<file path="src/rtl/tsrc_pkg.sv">
// Overview of operation
// - Pointer byte bits 1:0 pick one of four data registers; upper bits ignored.
// - Pointer 00h selects the read-only two-byte reading, reset 0000h.
// - Pointer latches on any command carrying it; later bare reads reuse it.
// - Pointer is zero after power-up, so bare reads return the reading.
// - Each finished conversion stores a 12-bit two's complement result, 1/16 degree.
// - Reading shows zero degrees after reset until the first conversion ends.
// - First byte holds result bits 11..4; second byte bits 3..0 then zeros.
// - Reading access returns sixteen bits, upper byte first; controller takes both.
// - Setup byte bits 7..0: trigger, period, fault count, sense, latching, power-down.
// - Pointer 01h selects the read/write setup register, reset 28h.
// - Pointer 02h selects the read/write lower limit, reset 4B00h.
// - Pointer 03h selects the read/write upper limit, reset 5000h.
// - Power-down set: finish the current conversion, then stop converting.
// - Power-down clear: convert continuously, back to back.
// - Latching bit one gives interrupt behaviour, zero comparator behaviour.
// - Sense bit zero makes the alert active low, one active high.
// - Fault-count field 00,01,10,11 needs 1,2,4,6 consecutive faults.
// - Results beyond the limits count as faults; alert after enough in a row.
// - Period field 00..11 selects 27.5, 55, 110 or 220 ms conversions.
// - One-shot written while powered down runs one conversion; reads as zero.
// - Comparator alert asserts at or above upper, clears below lower likewise.
// - Interrupt alert holds until a register read, alert acknowledge or power-down.
package tsrc_pkg;
	// ----------------------------------------------------------------
	// Register selection and reset values
	// ----------------------------------------------------------------
	localparam logic [1:0] PTR_READING = 2'h0;
	localparam logic [1:0] PTR_SETUP = 2'h1;
	localparam logic [1:0] PTR_HYST = 2'h2;
	localparam logic [1:0] PTR_UPPER = 2'h3;
	localparam logic [1:0] PTR_RST = 2'h0;
	localparam logic [15:0] READING_RST = 16'h0000;
	localparam logic [7:0] SETUP_RST = 8'h28;
	localparam logic [15:0] HYST_RST = 16'h4B00;
	localparam logic [15:0] UPPER_RST = 16'h5000;

	// ----------------------------------------------------------------
	// Field positions
	// ----------------------------------------------------------------
	localparam int SETUP_TRIGGER = 7;
	localparam int PERIOD_HI = 6;
	localparam int PERIOD_LO = 5;
	localparam int FAULT_HI = 4;
	localparam int FAULT_LO = 3;
	localparam int SENSE_BIT = 2;
	localparam int LATCH_BIT = 1;
	localparam int PDOWN_BIT = 0;
	localparam int VAL_MSB = 15;
	localparam int VAL_LSB = 4;

	// ----------------------------------------------------------------
	// Timing
	// ----------------------------------------------------------------
	localparam real CLK_MHZ = 25.0;
	localparam real CONV0_MS = 27.5;
	localparam real CONV1_MS = 55.0;
	localparam real CONV2_MS = 110.0;
	localparam real CONV3_MS = 220.0;
	localparam int CNT_W = 23;

	typedef enum logic [0:0] {
		TSRC_IDLE = 1'b0,
		TSRC_CONV = 1'b1
	} tsrc_conv_e;

	// Consecutive faults needed per field code
	function automatic logic [2:0] tsrc_fault_need(input logic [1:0] sel);
		case (sel)
			2'h0: tsrc_fault_need = 3'h1;
			2'h1: tsrc_fault_need = 3'h2;
			2'h2: tsrc_fault_need = 3'h4;
			default: tsrc_fault_need = 3'h6;
		endcase
	endfunction : tsrc_fault_need
endpackage : tsrc_pkg

</file>
<file path="src/rtl/tsrc_conv_timer.sv">
`timescale 1ns/1ps
`default_nettype none
module tsrc_conv_timer #(
	parameter int CYC0 = 687500,
	parameter int CYC1 = 1375000,
	parameter int CYC2 = 2750000,
	parameter int CYC3 = 5500000
) (
	// Clock and reset
	input wire logic clk_in,
	input wire logic rst_n_in,
	// Control
	input wire logic power_down_in,
	input wire logic oneshot_in,
	input wire logic [1:0] period_sel_in,
	// Status
	output logic done_out,
	output logic busy_out
);
	import tsrc_pkg::*;

	typedef struct packed {
		tsrc_conv_e st;
		logic [CNT_W-1:0] cnt;
		logic done;
	} tsrc_tmr_s;

	tsrc_tmr_s s;
	tsrc_tmr_s next_s;
	logic [CNT_W-1:0] load;

	// Period latched at start; a mid-conversion change waits for the next one
	always_comb begin
		case (period_sel_in)
			2'h0: load = CNT_W'(CYC0 - 1);
			2'h1: load = CNT_W'(CYC1 - 1);
			2'h2: load = CNT_W'(CYC2 - 1);
			default: load = CNT_W'(CYC3 - 1);
		endcase
	end

	// Idle until enabled, count down, pulse done at the end
	always_comb begin
		next_s = s;
		next_s.done = 1'b0;
		case (s.st)
			TSRC_IDLE: begin
				if (!power_down_in || oneshot_in) begin
					next_s.st = TSRC_CONV;
					next_s.cnt = load;
				end
			end
			default: begin
				if (s.cnt == '0) begin
					next_s.done = 1'b1;
					if (power_down_in) begin
						next_s.st = TSRC_IDLE;
					end else begin
						next_s.cnt = load;
					end
				end else begin
					next_s.cnt = s.cnt - 1'b1;
				end
			end
		endcase
	end

	always_ff @(posedge clk_in or negedge rst_n_in) begin
		if (!rst_n_in) begin
			s <= '{st: TSRC_IDLE, cnt: '0, done: 1'b0};
		end else begin
			s <= next_s;
		end
	end

	assign done_out = s.done;
	assign busy_out = (s.st == TSRC_CONV);
endmodule : tsrc_conv_timer
`default_nettype wire

</file>
<file path="src/rtl/tsrc_alert_engine.sv">
`timescale 1ns/1ps
`default_nettype none
module tsrc_alert_engine (
	// Clock and reset
	input wire logic clk_in,
	input wire logic rst_n_in,
	// New result and limits
	input wire logic done_in,
	input wire logic signed [11:0] sample_in,
	input wire logic signed [11:0] low_in,
	input wire logic signed [11:0] high_in,
	// Setup
	input wire logic [2:0] need_in,
	input wire logic latch_mode_in,
	input wire logic clear_in,
	// Alert, active true
	output logic alert_out
);
	import tsrc_pkg::*;

	typedef struct packed {
		logic alert;
		logic watch_low;
		logic mode;
		logic [2:0] cnt;
	} tsrc_alr_s;

	tsrc_alr_s s;
	tsrc_alr_s next_s;
	logic fault;
	logic trip;
	logic low_side;

	// Fault queue: consecutive out-of-limit results only
	always_comb begin
		low_side = s.mode ? s.watch_low : s.alert;
		fault = low_side ? (sample_in < low_in) : (sample_in >= high_in);
		trip = done_in && fault && (s.cnt + 3'h1 >= need_in);
		next_s = s;
		next_s.mode = latch_mode_in;
		if (done_in) begin
			next_s.cnt = fault ? s.cnt + 3'h1 : 3'h0;
		end
		if (trip) begin
			next_s.cnt = 3'h0;
			if (s.mode) begin
				next_s.alert = 1'b1;
				next_s.watch_low = !s.watch_low;
			end else begin
				next_s.alert = !s.alert;
			end
		end else if (s.mode && clear_in) begin
			next_s.alert = 1'b0;
		end
		// Leaving interrupt behaviour wipes the internal state
		if (s.mode && !latch_mode_in) begin
			next_s.alert = 1'b0;
			next_s.watch_low = 1'b0;
			next_s.cnt = 3'h0;
		end
	end

	always_ff @(posedge clk_in or negedge rst_n_in) begin
		if (!rst_n_in) begin
			s <= '0;
		end else begin
			s <= next_s;
		end
	end

	assign alert_out = s.alert;
endmodule : tsrc_alert_engine
`default_nettype wire

</file>
<file path="src/rtl/tsrc_core.sv">
`timescale 1ns/1ps
`default_nettype none
module tsrc_core #(
	parameter int CONV_CYC0 = $rtoi(tsrc_pkg::CONV0_MS * 1000.0 * tsrc_pkg::CLK_MHZ),
	parameter int CONV_CYC1 = $rtoi(tsrc_pkg::CONV1_MS * 1000.0 * tsrc_pkg::CLK_MHZ),
	parameter int CONV_CYC2 = $rtoi(tsrc_pkg::CONV2_MS * 1000.0 * tsrc_pkg::CLK_MHZ),
	parameter int CONV_CYC3 = $rtoi(tsrc_pkg::CONV3_MS * 1000.0 * tsrc_pkg::CLK_MHZ)
) (
	// Clock and reset
	input wire logic sys_clk_in,
	input wire logic nrst_in,
	// Register command from the bus engine
	input wire logic cmd_valid_in,
	input wire logic cmd_write_in,
	input wire logic cmd_ptr_valid_in,
	input wire logic [7:0] cmd_ptr_in,
	input wire logic [15:0] cmd_wdata_in,
	input wire logic alert_ack_in,
	// Converter result
	input wire logic [11:0] sample_in,
	// Read answer and alert pin
	output logic [15:0] rd_data_out,
	output logic rd_valid_out,
	output logic alert_out
);
	import tsrc_pkg::*;

	// ----------------------------------------------------------------
	// State
	// ----------------------------------------------------------------
	typedef struct packed {
		logic [1:0] ptr;
		logic [11:0] reading;
		logic [6:0] setup;
		logic [11:0] hyst;
		logic [11:0] upper;
		logic [15:0] rd_data;
		logic rd_valid;
		logic alert;
	} tsrc_core_s;

	tsrc_core_s s;
	tsrc_core_s next_s;
	logic rst_meta;
	logic rst_n;
	logic [1:0] eff_ptr;
	logic wr_setup;
	logic oneshot;
	logic conv_done;
	logic conv_busy;
	logic alert_level;
	logic alert_clear;
	logic power_down;

	// ----------------------------------------------------------------
	// Reset release
	// ----------------------------------------------------------------
	// Two stages so release never lands near a clock edge
	always_ff @(posedge sys_clk_in or negedge nrst_in) begin
		if (!nrst_in) begin
			rst_meta <= 1'b0;
			rst_n <= 1'b0;
		end else begin
			rst_meta <= 1'b1;
			rst_n <= rst_meta;
		end
	end

	// ----------------------------------------------------------------
	// Command decode
	// ----------------------------------------------------------------
	// Upper six pointer bits carry nothing and are dropped
	assign eff_ptr = cmd_ptr_valid_in ? cmd_ptr_in[1:0] : s.ptr;
	assign power_down = s.setup[PDOWN_BIT];
	assign wr_setup = cmd_valid_in && cmd_write_in && eff_ptr == PTR_SETUP;
	// Trigger only counts when the written byte keeps power-down set
	assign oneshot = wr_setup && cmd_wdata_in[8 + SETUP_TRIGGER] && cmd_wdata_in[8 + PDOWN_BIT];
	// Any read, an acknowledge, or the final conversion before sleep
	assign alert_clear = (cmd_valid_in && !cmd_write_in) || alert_ack_in
		|| (conv_done && power_down);

	// ----------------------------------------------------------------
	// Register file
	// ----------------------------------------------------------------
	always_comb begin
		next_s = s;
		next_s.rd_valid = 1'b0;
		if (cmd_valid_in) begin
			if (cmd_ptr_valid_in) begin
				next_s.ptr = cmd_ptr_in[1:0];
			end
			if (cmd_write_in) begin
				// Setup takes the first byte; the trigger bit is never stored
				if (eff_ptr == PTR_SETUP) begin
					next_s.setup = cmd_wdata_in[14:8];
				end else if (eff_ptr == PTR_HYST) begin
					next_s.hyst = cmd_wdata_in[VAL_MSB:VAL_LSB];
				end else if (eff_ptr == PTR_UPPER) begin
					next_s.upper = cmd_wdata_in[VAL_MSB:VAL_LSB];
				end
				// Reading register writes fall through untouched
			end else begin
				next_s.rd_valid = 1'b1;
				if (eff_ptr == PTR_READING) begin
					next_s.rd_data = {s.reading, 4'h0};
				end else if (eff_ptr == PTR_SETUP) begin
					next_s.rd_data = {1'b0, s.setup, 8'h00};
				end else if (eff_ptr == PTR_HYST) begin
					next_s.rd_data = {s.hyst, 4'h0};
				end else begin
					next_s.rd_data = {s.upper, 4'h0};
				end
			end
		end
		if (conv_done) begin
			next_s.reading = sample_in;
		end
		// Pin level follows sense; active low by default
		next_s.alert = s.setup[SENSE_BIT] ? alert_level : !alert_level;
	end

	// Reset values are constants; reading starts at zero degrees
	always_ff @(posedge sys_clk_in or negedge rst_n) begin
		if (!rst_n) begin
			s.ptr <= PTR_RST;
			s.reading <= READING_RST[VAL_MSB:VAL_LSB];
			s.setup <= SETUP_RST[6:0];
			s.hyst <= HYST_RST[VAL_MSB:VAL_LSB];
			s.upper <= UPPER_RST[VAL_MSB:VAL_LSB];
			s.rd_data <= 16'h0000;
			s.rd_valid <= 1'b0;
			s.alert <= 1'b1;
		end else begin
			s <= next_s;
		end
	end

	assign rd_data_out = s.rd_data;
	assign rd_valid_out = s.rd_valid;
	assign alert_out = s.alert;

	// ----------------------------------------------------------------
	// Conversion timing and alert logic
	// ----------------------------------------------------------------
	tsrc_conv_timer #(
		.CYC0(CONV_CYC0),
		.CYC1(CONV_CYC1),
		.CYC2(CONV_CYC2),
		.CYC3(CONV_CYC3)
	) u_timer (
		.clk_in(sys_clk_in),
		.rst_n_in(rst_n),
		.power_down_in(power_down),
		.oneshot_in(oneshot),
		.period_sel_in(s.setup[PERIOD_HI:PERIOD_LO]),
		.done_out(conv_done),
		.busy_out(conv_busy)
	);

	tsrc_alert_engine u_alert (
		.clk_in(sys_clk_in),
		.rst_n_in(rst_n),
		.done_in(conv_done),
		.sample_in(sample_in),
		.low_in(s.hyst),
		.high_in(s.upper),
		.need_in(tsrc_fault_need(s.setup[FAULT_HI:FAULT_LO])),
		.latch_mode_in(s.setup[LATCH_BIT]),
		.clear_in(alert_clear),
		.alert_out(alert_level)
	);
endmodule : tsrc_core
`default_nettype wire

</file>
<file path="config.mk">
export PLATFORM = sky130hd
export DESIGN_NAME = tsrc_core
export DESIGN_NICKNAME = d
export VERILOG_FILES = /design/src/rtl/tsrc_pkg.sv /design/src/rtl/tsrc_conv_timer.sv /design/src/rtl/tsrc_alert_engine.sv /design/src/rtl/tsrc_core.sv
export SDC_FILE = /design/constraint.sdc
export NUM_CORES = 1
export LEC_CHECK = 0
export BUFFER_PORTS_ARGS = -buffer_cell sky130_fd_sc_hd__buf_2
export CORE_UTILIZATION = 59
export CTS_CLUSTER_DIAMETER = 30
export DETAILED_ROUTE_END_ITERATION = 10
export GPL_ROUTABILITY_DRIVEN = 0
export GPL_TIMING_DRIVEN = 0
export PLACE_DENSITY = 0.87
export RECOVER_POWER = 25
export SLEW_MARGIN = 0
export SYNTH_ARGS = -nofsm -noshare
export SYNTH_HDL_FRONTEND = slang
export SYNTH_SLANG_ARGS = --single-unit
</file>
<file path="constraint.sdc">
create_clock -name sys_clk_in -period 3.5 [get_ports sys_clk_in]
set_input_delay 0.525 -clock sys_clk_in [delete_from_list [all_inputs] [get_ports sys_clk_in]]
set_output_delay 0.525 -clock sys_clk_in [all_outputs]
set_load 0.02 [all_outputs]
</file>
==> impl_metrics.xml, run 1 <==
<?xml version="1.0" encoding="UTF-8"?>
<metrics>
  <group name="critical_path">
    <metric name="path_class" unit="">reg -&gt; reg</metric>
    <metric name="critical_path.startpoint_type" unit="">register</metric>
    <metric name="worst-path-max-fanout" unit="">9</metric>
    <metric name="critPathMaxStageDelay" unit="ns">0.41</metric>
    <metric name="critical_path_arrival" unit="ns">3.44</metric>
    <metric name="critical_path.cell_chain" unit="">mux2i_1 -&gt; ha_1 -&gt; clkbuf_1 -&gt; nand3_2 -&gt; or2_2 -&gt; o21ai_2 -&gt; nand2_1 -&gt; nor2_1 -&gt; a311oi_1</metric>
    <metric name="number_of_gates_on_the_worst_path_with_buffers_counted" unit="">9</metric>
    <metric name="end_kind" unit="">register</metric>
    <metric name="path_buf_inv" unit="">1</metric>
    <metric name="reg2regPathDepth" unit="">9</metric>
    <metric name="cpMaxStageDelayCell" unit="">sky130_fd_sc_hd__or2_2</metric>
    <metric name="cp_top_family" unit="">simple AND/OR/NAND/NOR gates</metric>
    <metric name="worstPathRequired" unit="ns">3.72</metric>
  </group>
  <group name="cts">
    <metric name="cts_sinks" unit="">92</metric>
    <metric name="numCtsBuffers" unit="">9</metric>
    <metric name="cts-root-buf" unit="">sky130_fd_sc_hd__clkbuf_8</metric>
    <metric name="cts_max_path_buffers" unit="">2</metric>
    <metric name="clock_latency" unit="ns">0.37</metric>
    <metric name="cts_tree" unit="">built</metric>
    <metric name="ctsHtreeMaxLevel" unit="">3</metric>
    <metric name="clk_transition_reported_paths" unit="ns">0.09</metric>
  </group>
  <group name="placed_design">
    <metric name="port_buffer_count" unit="">44</metric>
    <metric name="dpl.hpwl" unit="um">9300</metric>
    <metric name="placed_cell_area" unit="sq mm">0.00573</metric>
  </group>
  <group name="routing">
    <metric name="count_of_vias_placed_by_the_detailed_router" unit="">4416</metric>
    <metric name="routed_wire_length_per_instance" unit="um">17.3</metric>
    <metric name="drcViolationCount" unit="">0</metric>
    <metric name="drt-total-wl" unit="um">12400</metric>
    <metric name="average_vias_per_placed_instance" unit="">6.17</metric>
    <metric name="first_pass_detailed_route_iteration_total" unit="">4</metric>
    <metric name="drc_violation_total_after_the_first_tritonroute_iteration" unit="">307</metric>
    <metric name="ant_nets" unit="">0</metric>
  </group>
  <group name="finish">
    <metric name="nNetsFinal" unit="">684</metric>
    <metric name="most-common-layout-cells" unit="">sky130_fd_sc_hd__dfrtp_1 (83), sky130_fd_sc_hd__buf_2 (46), sky130_fd_sc_hd__nor2_1 (44), sky130_fd_sc_hd__mux2_2 (44)</metric>
    <metric name="leading_cell_type_in_the_layout_fill_and_taps_excluded" unit="">sky130_fd_sc_hd__dfrtp_1</metric>
    <metric name="finalInstanceArea" unit="sq mm">0.00590</metric>
    <metric name="drive_gt1_share" unit="%">23.5</metric>
    <metric name="area_growth_syn_to_layout" unit="%">10.7</metric>
    <metric name="antenna_diode_count" unit="">0</metric>
  </group>
  <group name="logic_synthesis">
    <metric name="synthDistinctLibCells" unit="">63</metric>
    <metric name="synthesis.yosys.warnings" unit="">0</metric>
    <metric name="synth_enable_flop_cells" unit="">0</metric>
    <metric name="postSynth.asyncResetShare" unit="%">100</metric>
    <metric name="ys_ff_latch" unit="">92</metric>
    <metric name="syn_area_per_cell" unit="sq um">9.82</metric>
    <metric name="synthesis.instances" unit="">543</metric>
    <metric name="post_syn_area" unit="sq mm">0.00533</metric>
    <metric name="synth-seq-area-share" unit="%">43.4</metric>
    <metric name="yosys_most_used_dff" unit="">sky130_fd_sc_hd__dfrtp_1</metric>
  </group>
  <group name="die">
    <metric name="floorplan.rows" unit="">34</metric>
    <metric name="floorplan.core_area" unit="sq mm">0.00872</metric>
    <metric name="design.die.area" unit="sq mm">0.00942</metric>
    <metric name="design.portCount" unit="">60</metric>
    <metric name="die_height" unit="um">97.1</metric>
    <metric name="die_width" unit="um">97.1</metric>
    <metric name="floorplan.initialDensity" unit="%">61.1</metric>
  </group>
  <group name="pwr">
    <metric name="leakagePower" unit="uW">0.00283</metric>
    <metric name="powerDensity" unit="mW/mm^2">543</metric>
    <metric name="irDropWorstVdd" unit="mV">0.261</metric>
    <metric name="power.total" unit="uW">3200</metric>
  </group>
  <group name="timing">
    <metric name="max_slew_margin" unit="%">-14.0</metric>
    <metric name="timing.fmax" unit="MHz">311</metric>
    <metric name="setup_viol" unit="">0</metric>
    <metric name="worstMarginPinSlew" unit="ns">1.71</metric>
    <metric name="drv_slew" unit="">73</metric>
    <metric name="hold_viol" unit="">0</metric>
    <metric name="finalHoldWorstSlack" unit="ns">0.310</metric>
    <metric name="clock_skew" unit="ns">0.0160</metric>
    <metric name="final.min_clock_period" unit="ns">3.22</metric>
    <metric name="post-route-period-util" unit="%">92.0</metric>
    <metric name="setup_repair_after_global_routing_missed_its_margin" unit="">no</metric>
  </group>
  <group name="min_path">
    <metric name="hold_path.class" unit="">reg -&gt; async</metric>
  </group>
  <group name="global_route">
    <metric name="grt_first_pass_wirelength" unit="um">20800</metric>
    <metric name="grt_total_ovfl" unit="">0</metric>
    <metric name="grt_max_degree" unit="">73</metric>
    <metric name="grt_util_all_layers" unit="%">27.7</metric>
    <metric name="first_global_vias" unit="">4482</metric>
    <metric name="grt_antenna_before_repair" unit="">0</metric>
  </group>
  <group name="run">
    <metric name="max_cap_violations" unit="">1</metric>
  </group>
  <group name="run_status">
    <metric name="outcome" unit="">finished, violations left</metric>
    <metric name="violations_in_the_final_reports" unit="">capacitance limit, slew limit</metric>
  </group>
</metrics>
-- cell type report --
type | count | area (sq um)
clock buffer | 12 | 155
buffer | 38 | 221
inverter | 40 | 150
sequential | 92 | 2310
multi-input combinational | 376 | 2670
clock inverter | 4 | 25.0
timing repair buffer | 46 | 234
tap | 108 | 135
fill | 646 | 2820
-- synthesized netlist by cell type (2+ instances only) --
cell type | instances | area, sq um
sky130_fd_sc_hd__inv_1 | 39 | 146
sky130_fd_sc_hd__a22oi_1 | 6 | 45.0
sky130_fd_sc_hd__clkbuf_1 | 13 | 48.8
sky130_fd_sc_hd__nand4b_1 | 2 | 17.5
sky130_fd_sc_hd__a31oi_1 | 4 | 25.0
sky130_fd_sc_hd__buf_1 | 4 | 15.0
sky130_fd_sc_hd__o21bai_1 | 2 | 15.0
sky130_fd_sc_hd__o21a_1 | 2 | 15.0
sky130_fd_sc_hd__mux2i_1 | 7 | 70.1
sky130_fd_sc_hd__a21o_1 | 6 | 45.0
sky130_fd_sc_hd__nor2b_1 | 4 | 25.0
sky130_fd_sc_hd__o31a_1 | 3 | 26.3
sky130_fd_sc_hd__o21ai_0 | 33 | 165
sky130_fd_sc_hd__mux2_2 | 44 | 495
sky130_fd_sc_hd__nor2_1 | 44 | 165
sky130_fd_sc_hd__a211oi_1 | 13 | 97.6
sky130_fd_sc_hd__o21ai_1 | 2 | 10.0
sky130_fd_sc_hd__buf_2 | 3 | 15.0
sky130_fd_sc_hd__o211ai_1 | 4 | 30.0
sky130_fd_sc_hd__nand3_1 | 7 | 35.0
sky130_fd_sc_hd__dfstp_2 | 9 | 236
sky130_fd_sc_hd__nand4_1 | 6 | 37.5
sky130_fd_sc_hd__xor2_1 | 3 | 26.3
sky130_fd_sc_hd__a21oi_1 | 39 | 195
sky130_fd_sc_hd__nor4_1 | 5 | 31.3
sky130_fd_sc_hd__ha_1 | 39 | 488
sky130_fd_sc_hd__nand2_1 | 39 | 146
sky130_fd_sc_hd__or4_1 | 2 | 15.0
sky130_fd_sc_hd__and3_1 | 2 | 12.5
sky130_fd_sc_hd__buf_4 | 16 | 120
sky130_fd_sc_hd__or3_1 | 2 | 12.5
sky130_fd_sc_hd__nand2b_1 | 5 | 31.3
sky130_fd_sc_hd__o221ai_1 | 2 | 17.5
sky130_fd_sc_hd__conb_1 | 2 | 7.51
sky130_fd_sc_hd__buf_6 | 2 | 22.5
sky130_fd_sc_hd__o31ai_1 | 2 | 15.0
sky130_fd_sc_hd__a311oi_1 | 2 | 17.5
sky130_fd_sc_hd__dfrtp_1 | 83 | 2080
sky130_fd_sc_hd__nor3_1 | 17 | 85.1
-- timing repair --
item,in CTS,in global routing
hold buffers,1,0
resized for setup,1,1
buffers inserted,0,0
endpoints found under the hold margin,2,0
setup endpoints to repair,3,6
-- worst reg2reg max path: cells and delay by family (launching register included) --
| family | cells | cell delay (ns) |
|---|---|---|
| and+or+nand+nor | 4 | 1.42 |
| AOI/OAI and AO/OA | 2 | 0.42 |
| DFF | 1 | 0.38 |
| buffers and inverters | 1 | 0.36 |
| muxes | 1 | 0.29 |
| adders and majority gates | 1 | 0.21 |
-- state kept, by name, indices dropped and copies added (netlist names) --
signal and flops:
alert_out 1, power_down 1, rd_data_out 12, rd_valid_out 1, rst_meta 1, rst_n 1
s 44, u_alert.alert_out 1, u_alert.s 5, u_timer.busy_out 1, u_timer.done_out 1, u_timer.s 23
-- kinds of logic after synthesis --
logic type | share of synthesized area (%)
AOI/OAI and AO/OA | 16.0
xor gates and xnor gates | 0.657
adders and majority gates | 9.15
buffers and inverters | 6.97
DFF | 43.4
muxes | 10.6
other | 0.141
and+or+nand+nor | 13.1
-- power breakdown --
| group | leakage [uW] | internal (uW) | switching, uW |
|---|---|---|---|
| sequential | 0.00113 | 1290 | 159 |
| combinational | 0.00161 | 488 | 592 |
| clock | 0.0000884 | 295 | 379 |
-- final timing paths --
path                            endpoint  slack (ns)      from
hold / removal             u_timer.s[15]        0.31     rst_n
setup / recovery            u_timer.s[7]        0.28     s[62]
min in group sys_clk_in            rst_n        0.36  rst_meta
setup reg to reg            u_timer.s[7]        0.28     s[62]
max in group asynchronous          s[25]        1.07     rst_n
hold reg to reg            u_timer.s[15]        0.31     rst_n
-- metal layers --
layer  wire length [um]  part of all wire, %  vias up  GRT usage, %
met4                335                  2.7        0          13.2
met1               4940                   40     2137          33.3
li1                   -                    -     2033             -
met3                808                  6.5       36          5.04
met5                  0                    0        -             0
met2               6340                   51      210          48.0
-- stage by stage --
| stage | std cells | TNS, ns | utilization, % | setup WS [ns] |
|---|---|---|---|---|
| finish | 716 | 0 | 67.7 | 0.281 |
| global route | 716 | 0 | 67.7 | 0.0673 |
| CTS | 716 | 0 | 67.9 | 0.165 |
| detailed placement | 699 | -4.58 | 65.7 | -0.396 |
| global placement | 698 | -9.45 | 65.3 | -0.257 |
| floorplan | 546 | 0 | - | 0.633 |
(Power assumes the default switching activity.)
==> inputs of run 2 (changes only) <==
--- a/config.mk
+++ b/config.mk
@@ -6,13 +6,12 @@
 export NUM_CORES = 1
 export LEC_CHECK = 0
 export BUFFER_PORTS_ARGS = -buffer_cell sky130_fd_sc_hd__buf_2
-export CORE_UTILIZATION = 59
+export CORE_UTILIZATION = 64
 export CTS_CLUSTER_DIAMETER = 30
 export DETAILED_ROUTE_END_ITERATION = 10
 export GPL_ROUTABILITY_DRIVEN = 0
 export GPL_TIMING_DRIVEN = 0
-export PLACE_DENSITY = 0.87
-export RECOVER_POWER = 25
+export PLACE_DENSITY = 0.93
 export SLEW_MARGIN = 0
 export SYNTH_ARGS = -nofsm -noshare
 export SYNTH_HDL_FRONTEND = slang
==> constraint.sdc (replaced) <==
create_clock -name sys_clk_in -period 4.1 [get_ports sys_clk_in]
set_input_delay 0.615 -clock sys_clk_in [delete_from_list [all_inputs] [get_ports sys_clk_in]]
set_output_delay 0.615 -clock sys_clk_in [all_outputs]
set_load 0.02 [all_outputs]
==> run 2 against run 1 <==
  * The flow now finishes without violations
  * Clock skew shrank 0.0061 ns
  * Worst hold slack lost 0.30 ns
  * Critical path depth grew 1
  * Cell area grew 0.38%
  * Setup slack gained 0.20 ns
  * Via count grew 1.7%
  * Global-route usage grew 3.8 points
  * Cell count shrank 0.98%
  * Combinational power shrank 13%
  * Register-to-register slack gained 0.22 ns
  * Largest power group unchanged
==> impl_metrics.xml, run 2 (same netlist as run 1, synthesis figures left out) <==
<?xml version="1.0" encoding="UTF-8"?>
<metrics>
  <group name="critical_path">
    <metric name="crit-reg2reg-capture" unit="">u_timer.s[7]</metric>
    <metric name="number_of_gates_on_the_worst_path_with_buffers_counted" unit="">10</metric>
    <metric name="end_kind" unit="">register</metric>
    <metric name="reg2reg_slack" unit="ns">0.50</metric>
    <metric name="worst_setup_path_endpoint" unit="">u_timer.s[7]</metric>
    <metric name="reg2regPathDepth" unit="">9</metric>
    <metric name="critPathMaxStageDelay" unit="ns">0.46</metric>
    <metric name="critPathLaunch" unit="">cmd_ptr_valid_in</metric>
    <metric name="worstPathRequired" unit="ns">4.33</metric>
    <metric name="worst_r2r_startpoint" unit="">s[62]</metric>
    <metric name="critical_path.cell_chain" unit="">buf_2 -&gt; mux2i_1 -&gt; ha_1 -&gt; clkbuf_1 -&gt; nand3_1 -&gt; or2_2 -&gt; o21ai_1 -&gt; nand2_1 -&gt; nor2_1 -&gt; a311oi_1</metric>
    <metric name="cpMaxStageDelayCell" unit="">sky130_fd_sc_hd__o21ai_1</metric>
    <metric name="worst-path-max-fanout" unit="">9</metric>
    <metric name="path_class" unit="">in -&gt; reg</metric>
    <metric name="cp_top_family" unit="">simple AND/OR/NAND/NOR gates</metric>
    <metric name="path_buf_inv" unit="">2</metric>
    <metric name="critical_path_arrival" unit="ns">3.85</metric>
    <metric name="critical_path.startpoint_type" unit="">input port</metric>
  </group>
  <group name="finish">
    <metric name="final_cell_count_no_fill" unit="">709</metric>
    <metric name="area_growth_syn_to_layout" unit="%">11.1</metric>
    <metric name="nNetsFinal" unit="">683</metric>
    <metric name="n_fill_cell" unit="">513</metric>
    <metric name="largest_register_ff_count" unit="">44</metric>
    <metric name="most-common-layout-cells" unit="">sky130_fd_sc_hd__dfrtp_1 (82), sky130_fd_sc_hd__buf_2 (47), sky130_fd_sc_hd__nor2_1 (44), sky130_fd_sc_hd__mux2_2 (44)</metric>
    <metric name="leading_cell_type_in_the_layout_fill_and_taps_excluded" unit="">sky130_fd_sc_hd__dfrtp_1</metric>
    <metric name="drive_gt1_share" unit="%">23.7</metric>
    <metric name="registers.top_by_ff_count" unit="">s</metric>
    <metric name="antenna_diode_count" unit="">0</metric>
  </group>
  <group name="global_route">
    <metric name="grt_max_degree" unit="">74</metric>
    <metric name="grt_total_ovfl" unit="">0</metric>
    <metric name="grt_first_pass_wirelength" unit="um">21000</metric>
    <metric name="grt_util_all_layers" unit="%">31.5</metric>
    <metric name="first_global_vias" unit="">4369</metric>
    <metric name="grt_antenna_before_repair" unit="">0</metric>
  </group>
  <group name="die">
    <metric name="floorplan.initialDensity" unit="%">67.6</metric>
    <metric name="floorplan.rows" unit="">32</metric>
    <metric name="design.die.area" unit="sq mm">0.00870</metric>
    <metric name="die_height" unit="um">93.3</metric>
    <metric name="floorplan.core_area" unit="sq mm">0.00789</metric>
    <metric name="design.portCount" unit="">60</metric>
    <metric name="die_width" unit="um">93.3</metric>
  </group>
  <group name="placed_design">
    <metric name="dpl.hpwl" unit="um">9370</metric>
    <metric name="post-place-cells" unit="">693</metric>
    <metric name="port_buffer_count" unit="">44</metric>
  </group>
  <group name="pwr">
    <metric name="clock_power_share" unit="%">22.4</metric>
    <metric name="leakagePower" unit="uW">0.00285</metric>
    <metric name="internal-power" unit="uW">1820</metric>
    <metric name="power.combinational.fraction" unit="%">33.5</metric>
    <metric name="irDropWorstVdd" unit="mV">0.275</metric>
    <metric name="register_share_of_total_power" unit="%">44.1</metric>
    <metric name="powerDensity" unit="mW/mm^2">473</metric>
    <metric name="netSwitchingPower" unit="uW">985</metric>
    <metric name="power_switching_share" unit="%">35.1</metric>
  </group>
  <group name="timing">
    <metric name="setup_viol" unit="">0</metric>
    <metric name="setup_repair_after_global_routing_missed_its_margin" unit="">no</metric>
    <metric name="drv_slew" unit="">0</metric>
    <metric name="worstMarginPinSlew" unit="ns">0.724</metric>
    <metric name="max_slew_margin" unit="%">51.8</metric>
    <metric name="final.min_clock_period" unit="ns">3.62</metric>
    <metric name="post-route-period-util" unit="%">88.4</metric>
    <metric name="hold_viol" unit="">0</metric>
    <metric name="finalSetupTns" unit="ns">0</metric>
    <metric name="clock_skew" unit="ns">0.00984</metric>
    <metric name="timing.fmax" unit="MHz">276</metric>
  </group>
  <group name="cts">
    <metric name="cts_sinks" unit="">92</metric>
    <metric name="clock_latency" unit="ns">0.37</metric>
    <metric name="cts_hold_buffers" unit="">0</metric>
    <metric name="ctsHtreeMaxLevel" unit="">3</metric>
    <metric name="ctsResizeCount" unit="">0</metric>
    <metric name="clk_transition_reported_paths" unit="ns">0.09</metric>
    <metric name="numCtsBuffers" unit="">9</metric>
    <metric name="post-cts-setup-buffers" unit="">0</metric>
    <metric name="cts_max_path_buffers" unit="">2</metric>
    <metric name="cts_tree" unit="">built</metric>
    <metric name="cts-root-buf" unit="">sky130_fd_sc_hd__clkbuf_8</metric>
  </group>
  <group name="routing">
    <metric name="count_of_vias_placed_by_the_detailed_router" unit="">4492</metric>
    <metric name="drt-total-wl" unit="um">12900</metric>
    <metric name="drcViolationCount" unit="">0</metric>
    <metric name="first_pass_detailed_route_iteration_total" unit="">5</metric>
    <metric name="ant_nets" unit="">0</metric>
    <metric name="routed_wire_length_per_instance" unit="um">18.1</metric>
    <metric name="drc_violation_total_after_the_first_tritonroute_iteration" unit="">456</metric>
    <metric name="average_vias_per_placed_instance" unit="">6.34</metric>
  </group>
  <group name="run">
    <metric name="max_cap_violations" unit="">0</metric>
  </group>
  <group name="run_status">
    <metric name="outcome" unit="">complete, no violations</metric>
  </group>
  <group name="min_path">
    <metric name="hold_path.class" unit="">in -&gt; async</metric>
  </group>
</metrics>
-- run 2: worst min-delay path by stage --
| stage | slack, ns | end | start | cells after the start |
|---|---|---|---|---|
| after global placement | 0.34 | rst_n | rst_meta | 0 |
| after floorplan | 0.32 | rst_meta | nrst_in | 0 |
| after global routing | 0.004 | rst_n | nrst_in | 1 |
| after detailed placement | 0.21 | s[61] | rst_n | 0 |
| after CTS | 0.005 | rst_n | nrst_in | 1 |
| final | 0.01 | rst_n | nrst_in | 1 |
-- run 2: routing by layer --
| metal | global-route usage, % | part of all wire (%) | vias to the layer above |
|---|---|---|---|
| li1 | - | - | 2035 |
| met1 | 41.2 | 40 | 2155 |
| met2 | 50.7 | 48 | 251 |
| met3 | 5.85 | 8.2 | 51 |
| met4 | 14.7 | 3.1 | 0 |
| met5 | 0 | 0 | - |
-- run 2: worst reg2reg max path: stages (launching register included) --
cell and delay (ns):
sky130_fd_sc_hd__dfrtp_1 0.39, sky130_fd_sc_hd__mux2i_1 0.30, sky130_fd_sc_hd__ha_1 0.22, sky130_fd_sc_hd__clkbuf_1 0.35, sky130_fd_sc_hd__nand3_1 0.43, sky130_fd_sc_hd__or2_2 0.45, sky130_fd_sc_hd__o21ai_1 0.46, sky130_fd_sc_hd__nand2_1 0.39
sky130_fd_sc_hd__nor2_1 0.39, sky130_fd_sc_hd__a311oi_1 0.09
-- run 2: power groups by stage --
| stage | registers [uW] | clock network [uW] | logic, uW |
|---|---|---|---|
| after floorplan | 1220 | 0 | 656 |
| after global placement | 1250 | 0 | 838 |
| after detailed placement | 1250 | 0 | 909 |
| after CTS | 1230 | 630 | 924 |
| after global routing | 1260 | 665 | 1030 |
| final | 1240 | 628 | 940 |
-- run 2: metrics by stage --
stage	hold WS, ns	setup WS, ns	area [sq um]	power (uW)	util (%)
2_1_floorplan	0.319	1.14	5340	1880	-
3_3_place_gp	0.336	0.317	5690	2090	72.1
3_5_place_dp	0.212	0.161	5720	2160	72.5
4_1_cts	0.00530	0.559	5920	2790	75.1
5_1_grt	0.00382	0.219	5920	2950	75.1
6_report	0.0102	0.476	5920	2800	75.1
-- run 2: final cells by class --
class                           count  area, sq um  share of cell area (%)
Multi-Input combinational cell    376         2660                    44.9
Sequential cell                    92         2320                    39.1
Timing Repair Buffer               45          248                    4.18
Buffer                             38          221                    3.74
Inverter                           40          150                    2.53
Clock buffer                       10          138                    2.32
Tap cell                          102          128                    2.15
Clock inverter                      6         63.8                    1.08
==> inputs of run 3 (changes only) <==
--- a/config.mk
+++ b/config.mk
@@ -6,12 +6,12 @@
 export NUM_CORES = 1
 export LEC_CHECK = 0
 export BUFFER_PORTS_ARGS = -buffer_cell sky130_fd_sc_hd__buf_2
-export CORE_UTILIZATION = 64
+export CORE_UTILIZATION = 32
 export CTS_CLUSTER_DIAMETER = 30
 export DETAILED_ROUTE_END_ITERATION = 10
 export GPL_ROUTABILITY_DRIVEN = 0
 export GPL_TIMING_DRIVEN = 0
-export PLACE_DENSITY = 0.93
+export PLACE_DENSITY = 0.56
 export SLEW_MARGIN = 0
 export SYNTH_ARGS = -nofsm -noshare
 export SYNTH_HDL_FRONTEND = slang
==> run 3 against run 2 <==
  * Critical path type unchanged
  * Sequential power about the same
  * Die area increased by 97%
  * Utilization is 37 points lower
  * Wire length fell by 4.3%
  * Sequential share of layout area down 1.7 points
  * Count of clock-buffer cells in the layout is 1 lower
  * Critical endpoint unchanged
  * Sequential cell count is the same
  * Maximum frequency rose by 1.0%
  * Global-route usage decreased by 16 points
  * Worst hold slack gained 0.032 ns
  * Critical path depth did not move
==> impl_metrics.xml, run 3 (same netlist as run 1, synthesis figures left out) <==
<?xml version="1.0" encoding="UTF-8"?>
<metrics>
  <group name="run_status">
    <metric name="outcome" unit="">complete, no violations</metric>
  </group>
  <group name="timing">
    <metric name="finalHoldWorstSlack" unit="ns">0.0422</metric>
    <metric name="finalSetupTns" unit="ns">0</metric>
    <metric name="final.min_clock_period" unit="ns">3.59</metric>
    <metric name="drv_slew" unit="">0</metric>
    <metric name="post-route-worst-setup-slack" unit="ns">0.513</metric>
    <metric name="clock_skew" unit="ns">0.00555</metric>
    <metric name="post-route-period-util" unit="%">87.5</metric>
    <metric name="setup_viol" unit="">0</metric>
    <metric name="setup_repair_after_global_routing_missed_its_margin" unit="">no</metric>
    <metric name="worstMarginPinSlew" unit="ns">0.573</metric>
    <metric name="timing.fmax" unit="MHz">279</metric>
    <metric name="hold_viol" unit="">0</metric>
    <metric name="max_slew_margin" unit="%">61.8</metric>
  </group>
  <group name="placed_design">
    <metric name="dpl.hpwl" unit="um">9640</metric>
    <metric name="dpl_worst_slack" unit="ns">0.101</metric>
    <metric name="port_buffer_count" unit="">44</metric>
  </group>
  <group name="critical_path">
    <metric name="critPathMaxStageDelay" unit="ns">0.46</metric>
    <metric name="cpMaxStageDelayCell" unit="">sky130_fd_sc_hd__o21ai_1</metric>
    <metric name="end_kind" unit="">register</metric>
    <metric name="worst-path-max-fanout" unit="">9</metric>
    <metric name="reg2regPathDepth" unit="">9</metric>
    <metric name="critical_path.startpoint_type" unit="">input port</metric>
    <metric name="reg2reg_slack" unit="ns">0.57</metric>
    <metric name="path_buf_inv" unit="">2</metric>
    <metric name="number_of_gates_on_the_worst_path_with_buffers_counted" unit="">10</metric>
    <metric name="worstPathRequired" unit="ns">4.29</metric>
    <metric name="cp_top_family" unit="">simple AND/OR/NAND/NOR gates</metric>
    <metric name="critical_path.cell_chain" unit="">buf_2 -&gt; mux2i_1 -&gt; ha_1 -&gt; clkbuf_1 -&gt; nand3_1 -&gt; or2_2 -&gt; o21ai_1 -&gt; nand2_1 -&gt; nor2_1 -&gt; a311oi_1</metric>
    <metric name="crit-reg2reg-capture" unit="">u_timer.s[7]</metric>
    <metric name="worst_r2r_startpoint" unit="">s[62]</metric>
    <metric name="critical_path_arrival" unit="ns">3.78</metric>
    <metric name="path_class" unit="">in -&gt; reg</metric>
  </group>
  <group name="finish">
    <metric name="final_core_utilization" unit="%">38.6</metric>
    <metric name="seq_area" unit="sq mm">0.00232</metric>
    <metric name="registers.top_by_ff_count" unit="">s</metric>
    <metric name="leading_cell_type_in_the_layout_fill_and_taps_excluded" unit="">sky130_fd_sc_hd__dfrtp_1</metric>
    <metric name="n_fill_cell" unit="">1615</metric>
    <metric name="most-common-layout-cells" unit="">sky130_fd_sc_hd__dfrtp_1 (82), sky130_fd_sc_hd__buf_2 (47), sky130_fd_sc_hd__nor2_1 (44), sky130_fd_sc_hd__mux2_2 (44)</metric>
    <metric name="drive_gt1_share" unit="%">23.7</metric>
    <metric name="antenna_diode_count" unit="">0</metric>
    <metric name="multiInputGateArea" unit="sq mm">0.00266</metric>
    <metric name="area_growth_syn_to_layout" unit="%">16.2</metric>
    <metric name="largest_register_ff_count" unit="">44</metric>
    <metric name="nNetsFinal" unit="">683</metric>
  </group>
  <group name="cts">
    <metric name="clk_transition_reported_paths" unit="ns">0.07</metric>
    <metric name="numCtsBuffers" unit="">9</metric>
    <metric name="cts_max_path_buffers" unit="">2</metric>
    <metric name="cts_hold_buffers" unit="">0</metric>
    <metric name="post-cts-setup-buffers" unit="">0</metric>
    <metric name="cts_tree" unit="">built</metric>
    <metric name="ctsResizeCount" unit="">0</metric>
    <metric name="cts_sinks" unit="">92</metric>
    <metric name="clock_latency" unit="ns">0.34</metric>
    <metric name="ctsHtreeMaxLevel" unit="">3</metric>
    <metric name="cts-root-buf" unit="">sky130_fd_sc_hd__clkbuf_16</metric>
  </group>
  <group name="pwr">
    <metric name="power.total" unit="uW">3040</metric>
    <metric name="leakagePower" unit="uW">0.00291</metric>
    <metric name="internal-power" unit="uW">2060</metric>
    <metric name="clock_power_share" unit="%">30.2</metric>
    <metric name="powerDensity" unit="mW/mm^2">491</metric>
    <metric name="register_share_of_total_power" unit="%">40.6</metric>
    <metric name="power_switching_share" unit="%">32.3</metric>
    <metric name="power.combinational.fraction" unit="%">29.2</metric>
    <metric name="irDropWorstVdd" unit="mV">0.193</metric>
    <metric name="netSwitchingPower" unit="uW">982</metric>
  </group>
  <group name="global_route">
    <metric name="grt_first_pass_wirelength" unit="um">20700</metric>
    <metric name="first_global_vias" unit="">4195</metric>
    <metric name="grt_max_degree" unit="">53</metric>
    <metric name="grt_util_all_layers" unit="%">15.8</metric>
    <metric name="grt_total_ovfl" unit="">0</metric>
    <metric name="grt_antenna_before_repair" unit="">0</metric>
  </group>
  <group name="die">
    <metric name="design.portCount" unit="">60</metric>
    <metric name="floorplan.core_area" unit="sq mm">0.0161</metric>
    <metric name="die_width" unit="um">131</metric>
    <metric name="floorplan.rows" unit="">46</metric>
    <metric name="floorplan.initialDensity" unit="%">33.2</metric>
    <metric name="design.die.area" unit="sq mm">0.0172</metric>
    <metric name="die_height" unit="um">131</metric>
  </group>
  <group name="routing">
    <metric name="routed_wire_length_per_instance" unit="um">15.0</metric>
    <metric name="drc_violation_total_after_the_first_tritonroute_iteration" unit="">226</metric>
    <metric name="ant_nets" unit="">0</metric>
    <metric name="drcViolationCount" unit="">0</metric>
    <metric name="average_vias_per_placed_instance" unit="">4.98</metric>
    <metric name="count_of_vias_placed_by_the_detailed_router" unit="">4101</metric>
    <metric name="drt-total-wl" unit="um">12300</metric>
    <metric name="first_pass_detailed_route_iteration_total" unit="">4</metric>
  </group>
  <group name="run">
    <metric name="max_cap_violations" unit="">0</metric>
  </group>
  <group name="min_path">
    <metric name="hold_path.class" unit="">in -&gt; async</metric>
  </group>
</metrics>
[run 3: changes by cell type in the layout (fill, tap and decap cells not counted)]
cell                         delta
sky130_fd_sc_hd__clkbuf_16      +9
sky130_fd_sc_hd__clkinvlp_4     -1
sky130_fd_sc_hd__clkbuf_8      -10
sky130_fd_sc_hd__bufinv_16      +1
sky130_fd_sc_hd__inv_6          +2
sky130_fd_sc_hd__clkinv_2       -2
sky130_fd_sc_hd__inv_8          +1
[run 3: worst reg2reg max path: cells and delay by family, from the launching register on]
family / cells / cell delay (ns)
adders and majority gates: 1 / 0.20
muxes: 1 / 0.27
and+or+nand+nor: 4 / 1.66
buffers and inverters: 1 / 0.30
AOI/OAI and AO/OA: 2 / 0.56
DFF: 1 / 0.37
[run 3: power by group through the flow]
stage | clock network (uW) | logic (uW) | registers (uW)
finish | 918 | 890 | 1240
global route | 977 | 1020 | 1270
CTS | 949 | 899 | 1240
detailed placement | 0 | 895 | 1260
global placement | 0 | 859 | 1260
floorplan | 0 | 656 | 1220
[run 3: metal layers]
layer | track usage (%) | wire (um) | vias up
li1 | - | - | 2041
met3 | 4.06 | 416 | 6
met4 | 5.14 | 89 | 0
met5 | 0 | 0 | -
met2 | 27.1 | 6260 | 71
met1 | 19.3 | 5540 | 1983
[run 3: area by class of cell]
class                           instances  area share [%]
Multi-Input combinational cell        376            42.9
Clock inverter                          7            1.70
Clock buffer                            9            3.64
Sequential cell                        92            37.4
Timing Repair Buffer                   45            4.00
Buffer                                 38            3.58
Inverter                               40            2.42
Tap cell                              216            4.36
[run 3: worst max-delay path by stage]
stage / start / to / slack, ns
finish: cmd_ptr_valid_in / u_timer.s[7] / 0.51
global route: cmd_ptr_valid_in / u_timer.s[7] / 0.19
CTS: cmd_ptr_valid_in / u_timer.s[7] / 0.46
detailed placement: cmd_ptr_valid_in / u_timer.s[7] / 0.10
global placement: cmd_ptr_valid_in / u_timer.s[7] / 0.13
floorplan: cmd_ptr_valid_in / u_timer.s[12] / 1.14
[run 3: per-stage QoR]
stage	area, sq um	instances
2_1_floorplan	5340	546
3_3_place_gp	5830	806
3_5_place_dp	5860	807
4_1_cts	6190	823
5_1_grt	6190	823
6_report	6190	823
